$ cat src/logic/pmem_map_pkg.sv
package pmem_map_pkg;
  // register map of the plain port
  localparam logic [3:0] ADDR_BUS_CONFIG = 4'h0;
  localparam logic [3:0] ADDR_MEM_CONTROL = 4'h1;
  localparam logic [3:0] ADDR_STATUS = 4'h2;
  localparam logic [3:0] ADDR_CONFIG_WORD1 = 4'h3;
  localparam logic [3:0] ADDR_CONFIG_WORD2 = 4'h4;
  // external_bus_config_low fields
  localparam int WAIT_BIT = 7;
  localparam int WIDTH_BIT = 6;
  localparam int MODE_HI = 5;
  localparam int MODE_LO = 4;
  localparam int SHIFT_BIT = 3;
  localparam logic [7:0] CONFIG_RESET = 8'hf8;
  localparam logic [7:0] CONFIG_MASK = 8'hf8;
  // memory_control_reg wait count field
  localparam int WAIT_CNT_HI = 5;
  localparam int WAIT_CNT_LO = 4;
  // program space
  localparam int PC_WIDTH = 21;
  localparam logic [20:0] RESET_VECTOR = 21'h000000;
  localparam logic [20:0] HIGH_VECTOR = 21'h000008;
  localparam logic [20:0] LOW_VECTOR = 21'h000018;
  localparam logic [20:0] CONFIG_AREA_SIZE = 21'h000008;
  localparam logic [1:0] MODE_INTERNAL = 2'h3;
  localparam logic [1:0] MODE_EXT12 = 2'h2;
  localparam logic [1:0] MODE_EXT16 = 2'h1;
  localparam logic [1:0] MODE_EXT20 = 2'h0;
  // configuration byte offsets within the area, low byte first
  localparam int CFG_BYTES = 8;
  localparam int CFG3_LOW_BYTE = 4;
  typedef struct packed {
    logic wait_disable;
    logic data_width_select;
    logic [1:0] bus_mode_select;
    logic address_shift_enable;
  } bus_config_type;
  typedef struct packed {
    logic internal_sel;
    logic external_sel;
    logic zero_fill;
    logic [20:0] ext_addr;
  } route_type;
endpackage
$ cat src/logic/addr_router.sv
// splits one program address between flash, external bus and zero fill
module addr_router #(
  parameter logic [20:0] FLASH_SIZE = 21'h020000
) (
  input wire logic [20:0] addr,
  input wire pmem_map_pkg::bus_config_type cfg,
  input wire logic pin80,
  output pmem_map_pkg::route_type route
);
  function automatic logic [20:0] width_mask(input logic [1:0] mode);
    unique case (mode)
      pmem_map_pkg::MODE_EXT12: width_mask = 21'h000fff;
      pmem_map_pkg::MODE_EXT16: width_mask = 21'h00ffff;
      default: width_mask = 21'h0fffff;
    endcase
  endfunction

  logic ext_mode;
  logic [20:0] shifted;
  always_comb
  begin
    ext_mode = pin80 && (cfg.bus_mode_select != pmem_map_pkg::MODE_INTERNAL);
    shifted = cfg.address_shift_enable ? addr - FLASH_SIZE : addr;
    route.internal_sel = (addr < FLASH_SIZE);
    route.external_sel = ext_mode && (addr >= FLASH_SIZE);
    route.zero_fill = !ext_mode && (addr >= FLASH_SIZE);
    route.ext_addr = route.external_sel ?
      (shifted & width_mask(cfg.bus_mode_select)) : 21'h000000;
  end
endmodule // addr_router

$ cat src/logic/config_loader.sv
// walks the eight configuration bytes at reset release, low address first
module config_loader #(
  parameter logic [20:0] FLASH_SIZE = 21'h020000
) (
  input wire logic core_clk,
  input wire logic srst,
  output logic [20:0] load_addr,
  output logic load_strobe,
  output logic [2:0] load_index,
  output logic load_busy
);
  logic [3:0] count;
  initial assert (FLASH_SIZE >= 21'h000008)
    else $error("flash too small");

  always_ff @(posedge core_clk)
  begin
    if (srst)
      count <= 4'h0;
    else if (count != 4'h8)
      count <= count + 4'h1;
  end

  assign load_busy = (count != 4'h8);
  assign load_strobe = load_busy;
  assign load_index = count[2:0];
  assign load_addr = FLASH_SIZE - pmem_map_pkg::CONFIG_AREA_SIZE
    + {18'h00000, count[2:0]};
endmodule // config_loader

$ cat src/logic/pmem_decoder.sv
// Operation
// - fetch addresses come from a 21-bit counter over a 2-Mbyte space.
// - unimplemented space up to 2 Mbytes reads as an all-zero word.
// - every reset loads the counter with address zero.
// - interrupts vector to 0008h high priority and 0018h low priority.
// - top four flash words hold configuration, copied in at reset.
// - config bytes ascend from word one low byte; word four reserved.
// - configuration area sits at the top eight bytes of flash.
// - bits 5:4 pick internal-only or 12, 16, 20-bit external address.
// - internal-only mode uses flash only, above reads give zeros.
// - 64-pin parts are internal-only; bus config bits exist on 80-pin.
// - extended mode maps low addresses to flash, high to external.
// - data RAM stays reachable in every program memory mode.
// - program and data buses are separate and run concurrently.
// - bit 7 set disables wait states; clear uses control field count.
// - bit 6 selects 16-bit data width, clear selects 8-bit.
// - bit 3 set shifts external addresses to start at zero.
// - shifting subtracts on-chip flash size from the counter.
//
// The plain strobed port and the placing of the registers were decided locally.
module pmem_decoder #(
  parameter logic [20:0] FLASH_SIZE = 21'h020000,
  parameter bit PIN80 = 1'b1
) (
  input wire logic core_clk,
  input wire logic srst,
  // plain register port
  input wire logic [3:0] reg_addr,
  input wire logic [7:0] reg_wdata,
  input wire logic reg_write,
  input wire logic reg_read,
  output logic [7:0] reg_rdata,
  // program counter control from the core
  input wire logic pc_load,
  input wire logic [20:0] pc_target,
  input wire logic pc_step,
  input wire logic irq_high,
  input wire logic irq_low,
  output logic [20:0] pc,
  // fetch side
  output logic [15:0] fetch_word,
  output logic fetch_external,
  // table access port
  input wire logic [20:0] table_addr,
  output logic table_external,
  output logic table_zero,
  // on-chip flash word read
  output logic [20:0] flash_addr,
  input wire logic [15:0] flash_word,
  // external bus controls
  output logic [20:0] ext_addr,
  output logic ext_enable,
  output logic ext_wide,
  output logic ext_wait_enable,
  output logic [1:0] ext_wait_count,
  input wire logic [15:0] ext_word,
  // data side runs apart from program space
  input wire logic [7:0] data_addr,
  input wire logic data_write,
  input wire logic [7:0] data_wdata,
  output logic [7:0] data_rdata,
  output logic config_ready
);
  // bit 0 of the pc is held low, so flash must hold whole words
  if (FLASH_SIZE[0] != 1'b0 || FLASH_SIZE > 21'h100000)
  begin : g_size_check
    $error("flash size unsupported");
  end

  ////////////////////////////////////////////////////////////////////////
  logic [20:0] load_addr;
  logic load_strobe;
  logic [2:0] load_index;
  logic load_busy;
  logic [7:0] bus_config;
  logic written;
  logic [7:0] mem_control;
  logic [7:0] config_word1;
  logic [7:0] config_word2;
  logic [7:0] data_ram [0:255];
  pmem_map_pkg::bus_config_type cfg;
  pmem_map_pkg::route_type fetch_route;
  pmem_map_pkg::route_type table_route;
  logic [20:0] fetch_addr;

  config_loader #(.FLASH_SIZE(FLASH_SIZE)) loader (
    .core_clk(core_clk),
    .srst(srst),
    .load_addr(load_addr),
    .load_strobe(load_strobe),
    .load_index(load_index),
    .load_busy(load_busy)
  );

  ////////////////////////////////////////////////////////////////////////
  // configuration copy; byte 4 is the low byte of word three
  logic [7:0] flash_byte;
  assign flash_byte = load_addr[0] ? flash_word[15:8] : flash_word[7:0];

  always_ff @(posedge core_clk)
  begin
    if (srst)
    begin
      bus_config <= pmem_map_pkg::CONFIG_RESET;
      written <= 1'b0;
    end
    else if (load_strobe &&
      load_index == 3'(pmem_map_pkg::CFG3_LOW_BYTE))
      bus_config <= flash_byte & pmem_map_pkg::CONFIG_MASK;
    else if (reg_write && reg_addr == pmem_map_pkg::ADDR_BUS_CONFIG &&
      !written && !load_busy && PIN80)
    begin
      bus_config <= reg_wdata & pmem_map_pkg::CONFIG_MASK;
      written <= 1'b1;
    end
  end

  // words one and two are kept for readback only; word four is reserved
  always_ff @(posedge core_clk)
  begin
    if (srst)
    begin
      config_word1 <= 8'hff;
      config_word2 <= 8'hff;
    end
    else if (load_strobe && load_index == 3'h0)
      config_word1 <= flash_byte;
    else if (load_strobe && load_index == 3'h2)
      config_word2 <= flash_byte;
  end

  always_ff @(posedge core_clk)
  begin
    if (srst)
      mem_control <= 8'h00;
    else if (reg_write && reg_addr == pmem_map_pkg::ADDR_MEM_CONTROL)
      mem_control <= reg_wdata;
  end

  // 64-pin parts see the bus mode forced to internal-only
  always_comb
  begin
    cfg.wait_disable = bus_config[pmem_map_pkg::WAIT_BIT];
    cfg.data_width_select = bus_config[pmem_map_pkg::WIDTH_BIT];
    cfg.bus_mode_select = PIN80 ?
      bus_config[pmem_map_pkg::MODE_HI:pmem_map_pkg::MODE_LO] :
      pmem_map_pkg::MODE_INTERNAL;
    cfg.address_shift_enable = bus_config[pmem_map_pkg::SHIFT_BIT];
  end

  ////////////////////////////////////////////////////////////////////////
  // program counter; bit 0 is held at zero for word alignment
  always_ff @(posedge core_clk)
  begin
    if (srst || load_busy)
      pc <= pmem_map_pkg::RESET_VECTOR;
    else if (irq_high)
      pc <= pmem_map_pkg::HIGH_VECTOR;
    else if (irq_low)
      pc <= pmem_map_pkg::LOW_VECTOR;
    else if (pc_load)
      pc <= {pc_target[20:1], 1'b0};
    else if (pc_step)
      pc <= pc + 21'h000002;
  end

  ////////////////////////////////////////////////////////////////////////
  // routing: loader owns the flash port until configuration is in
  assign fetch_addr = pc;
  addr_router #(.FLASH_SIZE(FLASH_SIZE)) fetch_router (
    .addr(fetch_addr),
    .cfg(cfg),
    .pin80(PIN80),
    .route(fetch_route)
  );
  addr_router #(.FLASH_SIZE(FLASH_SIZE)) table_router (
    .addr(table_addr),
    .cfg(cfg),
    .pin80(PIN80),
    .route(table_route)
  );

  assign flash_addr = load_busy ? {load_addr[20:1], 1'b0} : fetch_addr;

  always_ff @(posedge core_clk)
  begin
    if (srst)
      fetch_word <= 16'h0000;
    else if (fetch_route.zero_fill || load_busy)
      fetch_word <= 16'h0000;
    else if (fetch_route.external_sel)
      fetch_word <= ext_word;
    else
      fetch_word <= flash_word;
  end

  always_ff @(posedge core_clk)
  begin
    if (srst)
    begin
      ext_addr <= 21'h000000;
      fetch_external <= 1'b0;
      table_external <= 1'b0;
      table_zero <= 1'b0;
      ext_enable <= 1'b0;
      ext_wide <= 1'b0;
      ext_wait_enable <= 1'b0;
      ext_wait_count <= 2'h0;
    end
    else
    begin
      ext_addr <= fetch_route.ext_addr;
      fetch_external <= fetch_route.external_sel;
      table_external <= table_route.external_sel;
      table_zero <= table_route.zero_fill;
      ext_enable <= cfg.bus_mode_select != pmem_map_pkg::MODE_INTERNAL;
      ext_wide <= cfg.data_width_select;
      ext_wait_enable <= !cfg.wait_disable;
      ext_wait_count <= cfg.wait_disable ? 2'h0 :
        mem_control[pmem_map_pkg::WAIT_CNT_HI:pmem_map_pkg::WAIT_CNT_LO];
    end
  end

  ////////////////////////////////////////////////////////////////////////
  // data RAM on its own bus, not gated by any program mode
  always_ff @(posedge core_clk)
  begin
    if (data_write)
      data_ram[data_addr] <= data_wdata;
  end

  always_ff @(posedge core_clk)
  begin
    if (srst)
      data_rdata <= 8'h00;
    else
      data_rdata <= data_ram[data_addr];
  end

  ////////////////////////////////////////////////////////////////////////
  always_ff @(posedge core_clk)
  begin
    if (srst)
      reg_rdata <= 8'h00;
    else if (reg_read)
      unique case (reg_addr)
        pmem_map_pkg::ADDR_BUS_CONFIG: reg_rdata <= bus_config;
        pmem_map_pkg::ADDR_MEM_CONTROL: reg_rdata <= mem_control;
        pmem_map_pkg::ADDR_STATUS:
          reg_rdata <= {5'h00, written, fetch_external, load_busy};
        pmem_map_pkg::ADDR_CONFIG_WORD1: reg_rdata <= config_word1;
        pmem_map_pkg::ADDR_CONFIG_WORD2: reg_rdata <= config_word2;
        default: reg_rdata <= 8'h00;
      endcase
    else
      reg_rdata <= 8'h00;
  end

  assign config_ready = !load_busy;

  ////////////////////////////////////////////////////////////////////////
  a_reset_vector: assert property (@(posedge core_clk)
    srst |=> pc == 21'h000000)
    else $error("pc not at reset vector");
  a_high_vector: assert property (@(posedge core_clk) disable iff (srst)
    (irq_high && !load_busy) |=> pc == 21'h000008)
    else $error("high vector wrong");
  a_low_vector: assert property (@(posedge core_clk) disable iff (srst)
    (irq_low && !irq_high && !load_busy) |=> pc == 21'h000018)
    else $error("low vector wrong");
  a_zero_fill: assert property (@(posedge core_clk) disable iff (srst)
    fetch_route.zero_fill |=> fetch_word == 16'h0000)
    else $error("unimplemented space not zero");
  a_low_bits: assert property (@(posedge core_clk) disable iff (srst)
    bus_config[2:0] == 3'h0)
    else $error("config low bits set");
  a_write_once: assert property (@(posedge core_clk) disable iff (srst)
    (written && !load_busy) |=> $stable(bus_config))
    else $error("config changed after write");
  a_config_load: assert property (@(posedge core_clk) disable iff (srst)
    (load_busy && load_index == 3'h4) |=>
    bus_config == ($past(flash_word[7:0]) & pmem_map_pkg::CONFIG_MASK))
    else $error("config byte not copied");
  a_load_time: assert property (@(posedge core_clk)
    $fell(srst) |-> ##[7:8] !load_busy)
    else $error("load too long");
  a_ext_route: assert property (@(posedge core_clk) disable iff (srst)
    fetch_external |-> ext_enable && $past(fetch_addr) >= FLASH_SIZE)
    else $error("external below flash top");
  a_wait_count: assert property (@(posedge core_clk) disable iff (srst)
    cfg.wait_disable |=> ext_wait_count == 2'h0)
    else $error("wait count with waits off");
  a_shift_addr: assert property (@(posedge core_clk) disable iff (srst)
    (fetch_route.external_sel && cfg.address_shift_enable &&
     cfg.bus_mode_select == 2'h0) |=>
    ext_addr == (($past(fetch_addr) - FLASH_SIZE) & 21'h0fffff))
    else $error("shift wrong");
  a_config_addr: assert property (@(posedge core_clk)
    disable iff (srst)
    (load_busy && load_index == 3'h4) |->
    flash_addr == FLASH_SIZE - 21'h000004)
    else $error("config word three not at flash top");
  a_word1_copy: assert property (@(posedge core_clk)
    disable iff (srst)
    (load_busy && load_index == 3'h0) |=>
    config_word1 == $past(flash_word[7:0]))
    else $error("first config word not copied");
  a_word2_copy: assert property (@(posedge core_clk)
    disable iff (srst)
    (load_busy && load_index == 3'h2) |=>
    config_word2 == $past(flash_word[7:0]))
    else $error("second config word not copied");
  a_load_pc: assert property (@(posedge core_clk) disable iff (srst)
    load_busy |=> pc == 21'h000000)
    else $error("pc moved during config load");
  a_pc_even: assert property (@(posedge core_clk) disable iff (srst)
    pc[0] == 1'b0)
    else $error("pc not word aligned");
  a_internal_bus: assert property (@(posedge core_clk)
    disable iff (srst)
    (cfg.bus_mode_select == pmem_map_pkg::MODE_INTERNAL) |=>
    (!ext_enable && !fetch_external && !table_external))
    else $error("external bus used in internal mode");
  a_bus_width: assert property (@(posedge core_clk) disable iff (srst)
    1'b1 |=> ext_wide == $past(bus_config[pmem_map_pkg::WIDTH_BIT]))
    else $error("data width not from config");
  a_wait_enable: assert property (@(posedge core_clk)
    disable iff (srst)
    1'b1 |=> ext_wait_enable == !$past(bus_config[pmem_map_pkg::WAIT_BIT]))
    else $error("wait enable not from config");
  a_shift_off: assert property (@(posedge core_clk)
    disable iff (srst)
    (fetch_route.external_sel && !cfg.address_shift_enable &&
     cfg.bus_mode_select == pmem_map_pkg::MODE_EXT20) |=>
    ext_addr == ($past(fetch_addr) & 21'h0fffff))
    else $error("unshifted address differs from pc");
  a_mask_12: assert property (@(posedge core_clk)
    disable iff (srst)
    (fetch_route.external_sel &&
     cfg.bus_mode_select == pmem_map_pkg::MODE_EXT12) |=>
    ext_addr[20:12] == 9'h000)
    else $error("12-bit address too wide");
  a_mask_16: assert property (@(posedge core_clk)
    disable iff (srst)
    (fetch_route.external_sel &&
     cfg.bus_mode_select == pmem_map_pkg::MODE_EXT16) |=>
    ext_addr[20:16] == 5'h00)
    else $error("16-bit address too wide");
  a_ram_read: assert property (@(posedge core_clk)
    disable iff (srst)
    data_write ##1 (!data_write && $stable(data_addr)) |=>
    data_rdata == $past(data_wdata, 2))
    else $error("data RAM read wrong");
  c_ext_fetch: cover property (@(posedge core_clk) fetch_external);
  c_irq: cover property (@(posedge core_clk) irq_high ##1 irq_low);
  c_cfg_write: cover property (@(posedge core_clk) $rose(written));
  c_zero: cover property (@(posedge core_clk) table_zero);
  c_shift: cover property (@(posedge core_clk)
    fetch_external && cfg.address_shift_enable);
endmodule // pmem_decoder

$ cat config.mk
export PLATFORM = sky130hd
export DESIGN_NAME = pmem_decoder
export DESIGN_NICKNAME = d
export VERILOG_FILES = /design/src/logic/pmem_map_pkg.sv /design/src/logic/addr_router.sv /design/src/logic/config_loader.sv /design/src/logic/pmem_decoder.sv
export SDC_FILE = /design/constraint.sdc
export NUM_CORES = 2
export LEC_CHECK = 0
export BUFFER_PORTS_ARGS = -buffer_cell sky130_fd_sc_hd__buf_2
export CAP_MARGIN = 0
export CORE_ASPECT_RATIO = 1.5
export CORE_MARGIN = 2
export CORE_UTILIZATION = 44
export DETAILED_ROUTE_END_ITERATION = 10
export GPL_TIMING_DRIVEN = 0
export PLACE_DENSITY_LB_ADDON = 0.08
export SYNTH_ARGS = -nofsm -noshare
export SYNTH_HDL_FRONTEND = slang
export SYNTH_SLANG_ARGS = --single-unit
export TNS_END_PERCENT = 10
$ cat constraint.sdc
create_clock -name core_clk -period 3.1 [get_ports core_clk]
set_clock_uncertainty 0.1 [all_clocks]
set_input_delay 0.775 -clock core_clk [delete_from_list [all_inputs] [get_ports core_clk]]
set_output_delay 0.775 -clock core_clk [all_outputs]
set_load 0.02 [all_outputs]
==> out/qor.yml <==
hold_path.class: "primary input to register"
core_area_um2: 191800
hold_viol: 0
cts_buffer_depth: 4
tightest_slew_ns: 1.088
clk_pin_slew_ns: 0.06
slew_violations: 0
crit_family: "buffers and inverters"
violations: "setup timing"
first_global_vias: 46910
synth_top_family_by_area: "multiplexers"
root_buffer: "clkbuf_16"
status: "finished with violations"
power_density_nw_per_um2: 607.5
grt_pass1_wl_mm: 380.0
synth_area_um2: 84680
synth_warnings: 0
cp-end-kind: "register"
antenna_found_initial: 18
fillerInstances: 15485
cts.sinks: 2161
dp_hpwl_mm: 189.9
timing.rr.end: "data_rdata[1]"
seq_area_frac_synth_pct: 75.30
insertion_delay_ns: 0.88
cts_tree: "built"
io_buffers: 183
drive_above_1_share_pct: 30.55
start_util_pct: 44.16
gp_congestion: 0.9175
synth_compound_area_share_pct: 3.938
worstPathRequired_ns: 3.70
yosysUniqueCellTypes: 76
grt-ovfl-total: 0
fp.dieH_um: 541.3
synthXorXnorAreaFrac_pct: 0.2379
route.detailed.drc: 0
drt_pass1_iterations: 6
fmax_mhz: 301.0
crit_path_end: "data_rdata[4]"
grt_util_all_layers_pct: 28.38
row_count: 197
cp-startpoint: "data_addr[7]"
drt_wl_total_mm: 279.6
wl_per_cell_um: 37.07
synthFlopType: "edfxtp_1"
regToRegSetupSlack_ns: 0.18
met1_length_mm: 98.64
r2r-start: "data_ram[60][1]"
synth_enable_flop_cells: 2048
crit_path_max_fanout: 10
crit_top_cell: "clkbuf_2"
slowest_stage: "buf_1"
critPathMaxStageDelay_ns: 0.68
period_share_pct: 107.2
finalSetupViolCount: 307
synth_area_per_cell_um2: 19.04
rr_worst_depth: 7
worst-path-buf-inv: 4
drt-vias-per-instance: 6.114
mostFrequentLayoutCell: "edfxtp_1"
max_slew_margin_pct: 27.44
route.met2.wl_mm: 141.8
synthCells: 4448
drt.antenna.violating_nets: 0
ioPinCount: 215
syn_to_final_growth_pct: 17.83
synth_fa_ha_area_share_pct: 0.1478
finalNetCount: 5018
dr_wl_met3_mm: 19.44
layout_common_cells: "edfxtp_1, mux4_2, mux2i_1"
p_leak_nw: 31.70
via_count: 46121
die-width_um: 362.2
synth_mux_area_share_pct: 14.36
synth_seq_cells: 2161
drtIter0Drc: 5061
worstPathArrival_ns: 3.92
path_cells: "buf_2 -> clkbuf_2 -> buf_1 -> clkbuf_2 -> o2111ai_1 -> nor3_1 -> o21a_1 -> a211oi_4"
multi_input_area_um2: 22180
regArea_um2: 63770
post-route-min-period_ns: 3.322
startpoint_type: "primary input"
cp.depth: 8
peakVddDrop_mv: 0.4952
numCtsBuffers: 210
worst_slack_ns: -0.2219
routed.top_layer: "met5"
die_area_um2: 196100
crit_type: "primary input to register"
h-tree-depth: 4
grt_max_degree: 158
maxCapViolations: 0
synth_simple_gate_area_share_pct: 4.199
rsz0062_at_grt: "true"
fin_tns_setup_ns: -13.64
final_core_util_pct: 52.03
synthArstFlopShare_pct: 0
-- synthesized netlist by cell type (all sizes together) (10+ instances only) --
cell type,n,share of area [%]
a211o,16,0.17
a211oi,24,0.21
a21oi,75,0.44
a22oi,116,1.0
a31oi,12,0.089
and2,13,0.096
and3,29,0.21
buf,152,1.2
clkbuf,133,0.59
dfxtp,113,2.7
edfxtp,2048,73
ha,10,0.15
inv,11,0.049
mux2,41,0.55
mux2i,278,3.3
mux4,396,11
nand2,111,0.49
nand2b,36,0.27
nand3,75,0.44
nand3b,22,0.20
nand4,17,0.13
nor2,369,1.6
nor2b,31,0.23
nor3,18,0.11
nor4,15,0.12
o211ai,15,0.13
o21ai,45,0.27
o22ai,65,0.48
o31ai,13,0.12
xnor2,15,0.16
-- worst min-delay path by stage --
stage | startpoint | to | slack, ns | depth (start not counted)
floorplan | config_word1[1] | config_word1[1] | 0.33 | 1
global placement | mem_control[7] | mem_control[7] | 0.34 | 2
detailed placement | mem_control[7] | mem_control[7] | 0.35 | 2
CTS | reg_wdata[6] | bus_config[6] | 0.02 | 2
global route | flash_word[6] | fetch_word[6] | 0.07 | 3
finish | reg_wdata[2] | mem_control[2] | 0.07 | 3
-- stage by stage --
stage               power [mW]  area (um2)  worst slack, ns  hold slack [ns]  std cells
floorplan                34.39       85090          -0.1039           0.3296       4451
global placement         36.40       89110           -4.016           0.3441       7121
detailed placement       36.39       89680           -3.576           0.3507       7139
CTS                      60.83       99320          -0.1757          0.02314       7533
global route             62.01       99770          -0.1557          0.06948       7539
finish                   60.62       99780          -0.2219          0.07001       7543
-- logic make-up after synthesis --
| family | after synthesis |
|---|---|
| AOI/OAI and AO/OA | 479 |
| xor gates and xnor gates | 23 |
| adders and majority gates | 10 |
| buffers and inverters | 296 |
| DFF | 2161 |
| muxes | 715 |
| other | 1 |
| and+or+nand+nor | 763 |
-- tightest hold or removal path, delay by kind of cell --
kind,cells,cell delay [ns]
buffers and inverters,1,0.09
AND/OR/NAND/NOR,1,0.05
AO/OA/AOI/OAI,1,0.05
-- state kept, by name, summed over array words and instances, names as in the netlist --
signal	flops
bus_config	5
config_word1	8
config_word2	8
data_ram	2048
data_rdata	8
ext_addr	19
ext_enable	1
ext_wait_count	2
ext_wait_enable	1
ext_wide	1
fetch_external	1
fetch_word	16
loader.count	4
mem_control	8
pc	20
reg_rdata	8
table_external	1
table_zero	1
written	1
-- cell type report --
class / count / area share (%)
sequential: 2161 / 63.91
clock buffer: 260 / 5.534
multi-input combinational: 1994 / 22.23
buffer: 281 / 2.354
clock inverter: 105 / 0.7724
tap: 2487 / 3.119
timing repair buffer: 238 / 2.014
inverter: 11 / 0.05016
antenna: 6 / 0.01505
-- metal layers --
layer / GRT usage (%) / vias up
met5: 0 / -
met3: 4.972 / 623
li1: - / 18956
met2: 49.59 / 2050
met1: 32.84 / 24476
met4: 16.37 / 16
-- report_power, final --
part | internal, mW | leakage (nW) | switching (mW) | total, mW
Sequential | 32.0 | 19.3 | 0.0468 | 32.1
Combinational | 1.30 | 9.30 | 2.79 | 4.09
Clock | 13.4 | 3.07 | 11.1 | 24.5
-- repair_timing --
action,in CTS,in global routing
cloned,1,0
endpoints found under the setup margin,2110,1204
hold endpoints to repair,4,0
resized for setup,775,119
hold buffers,2,0
buffers inserted,28,6
pin swaps,39,21
No activity file was read; power rests on OpenSTA's default activity.
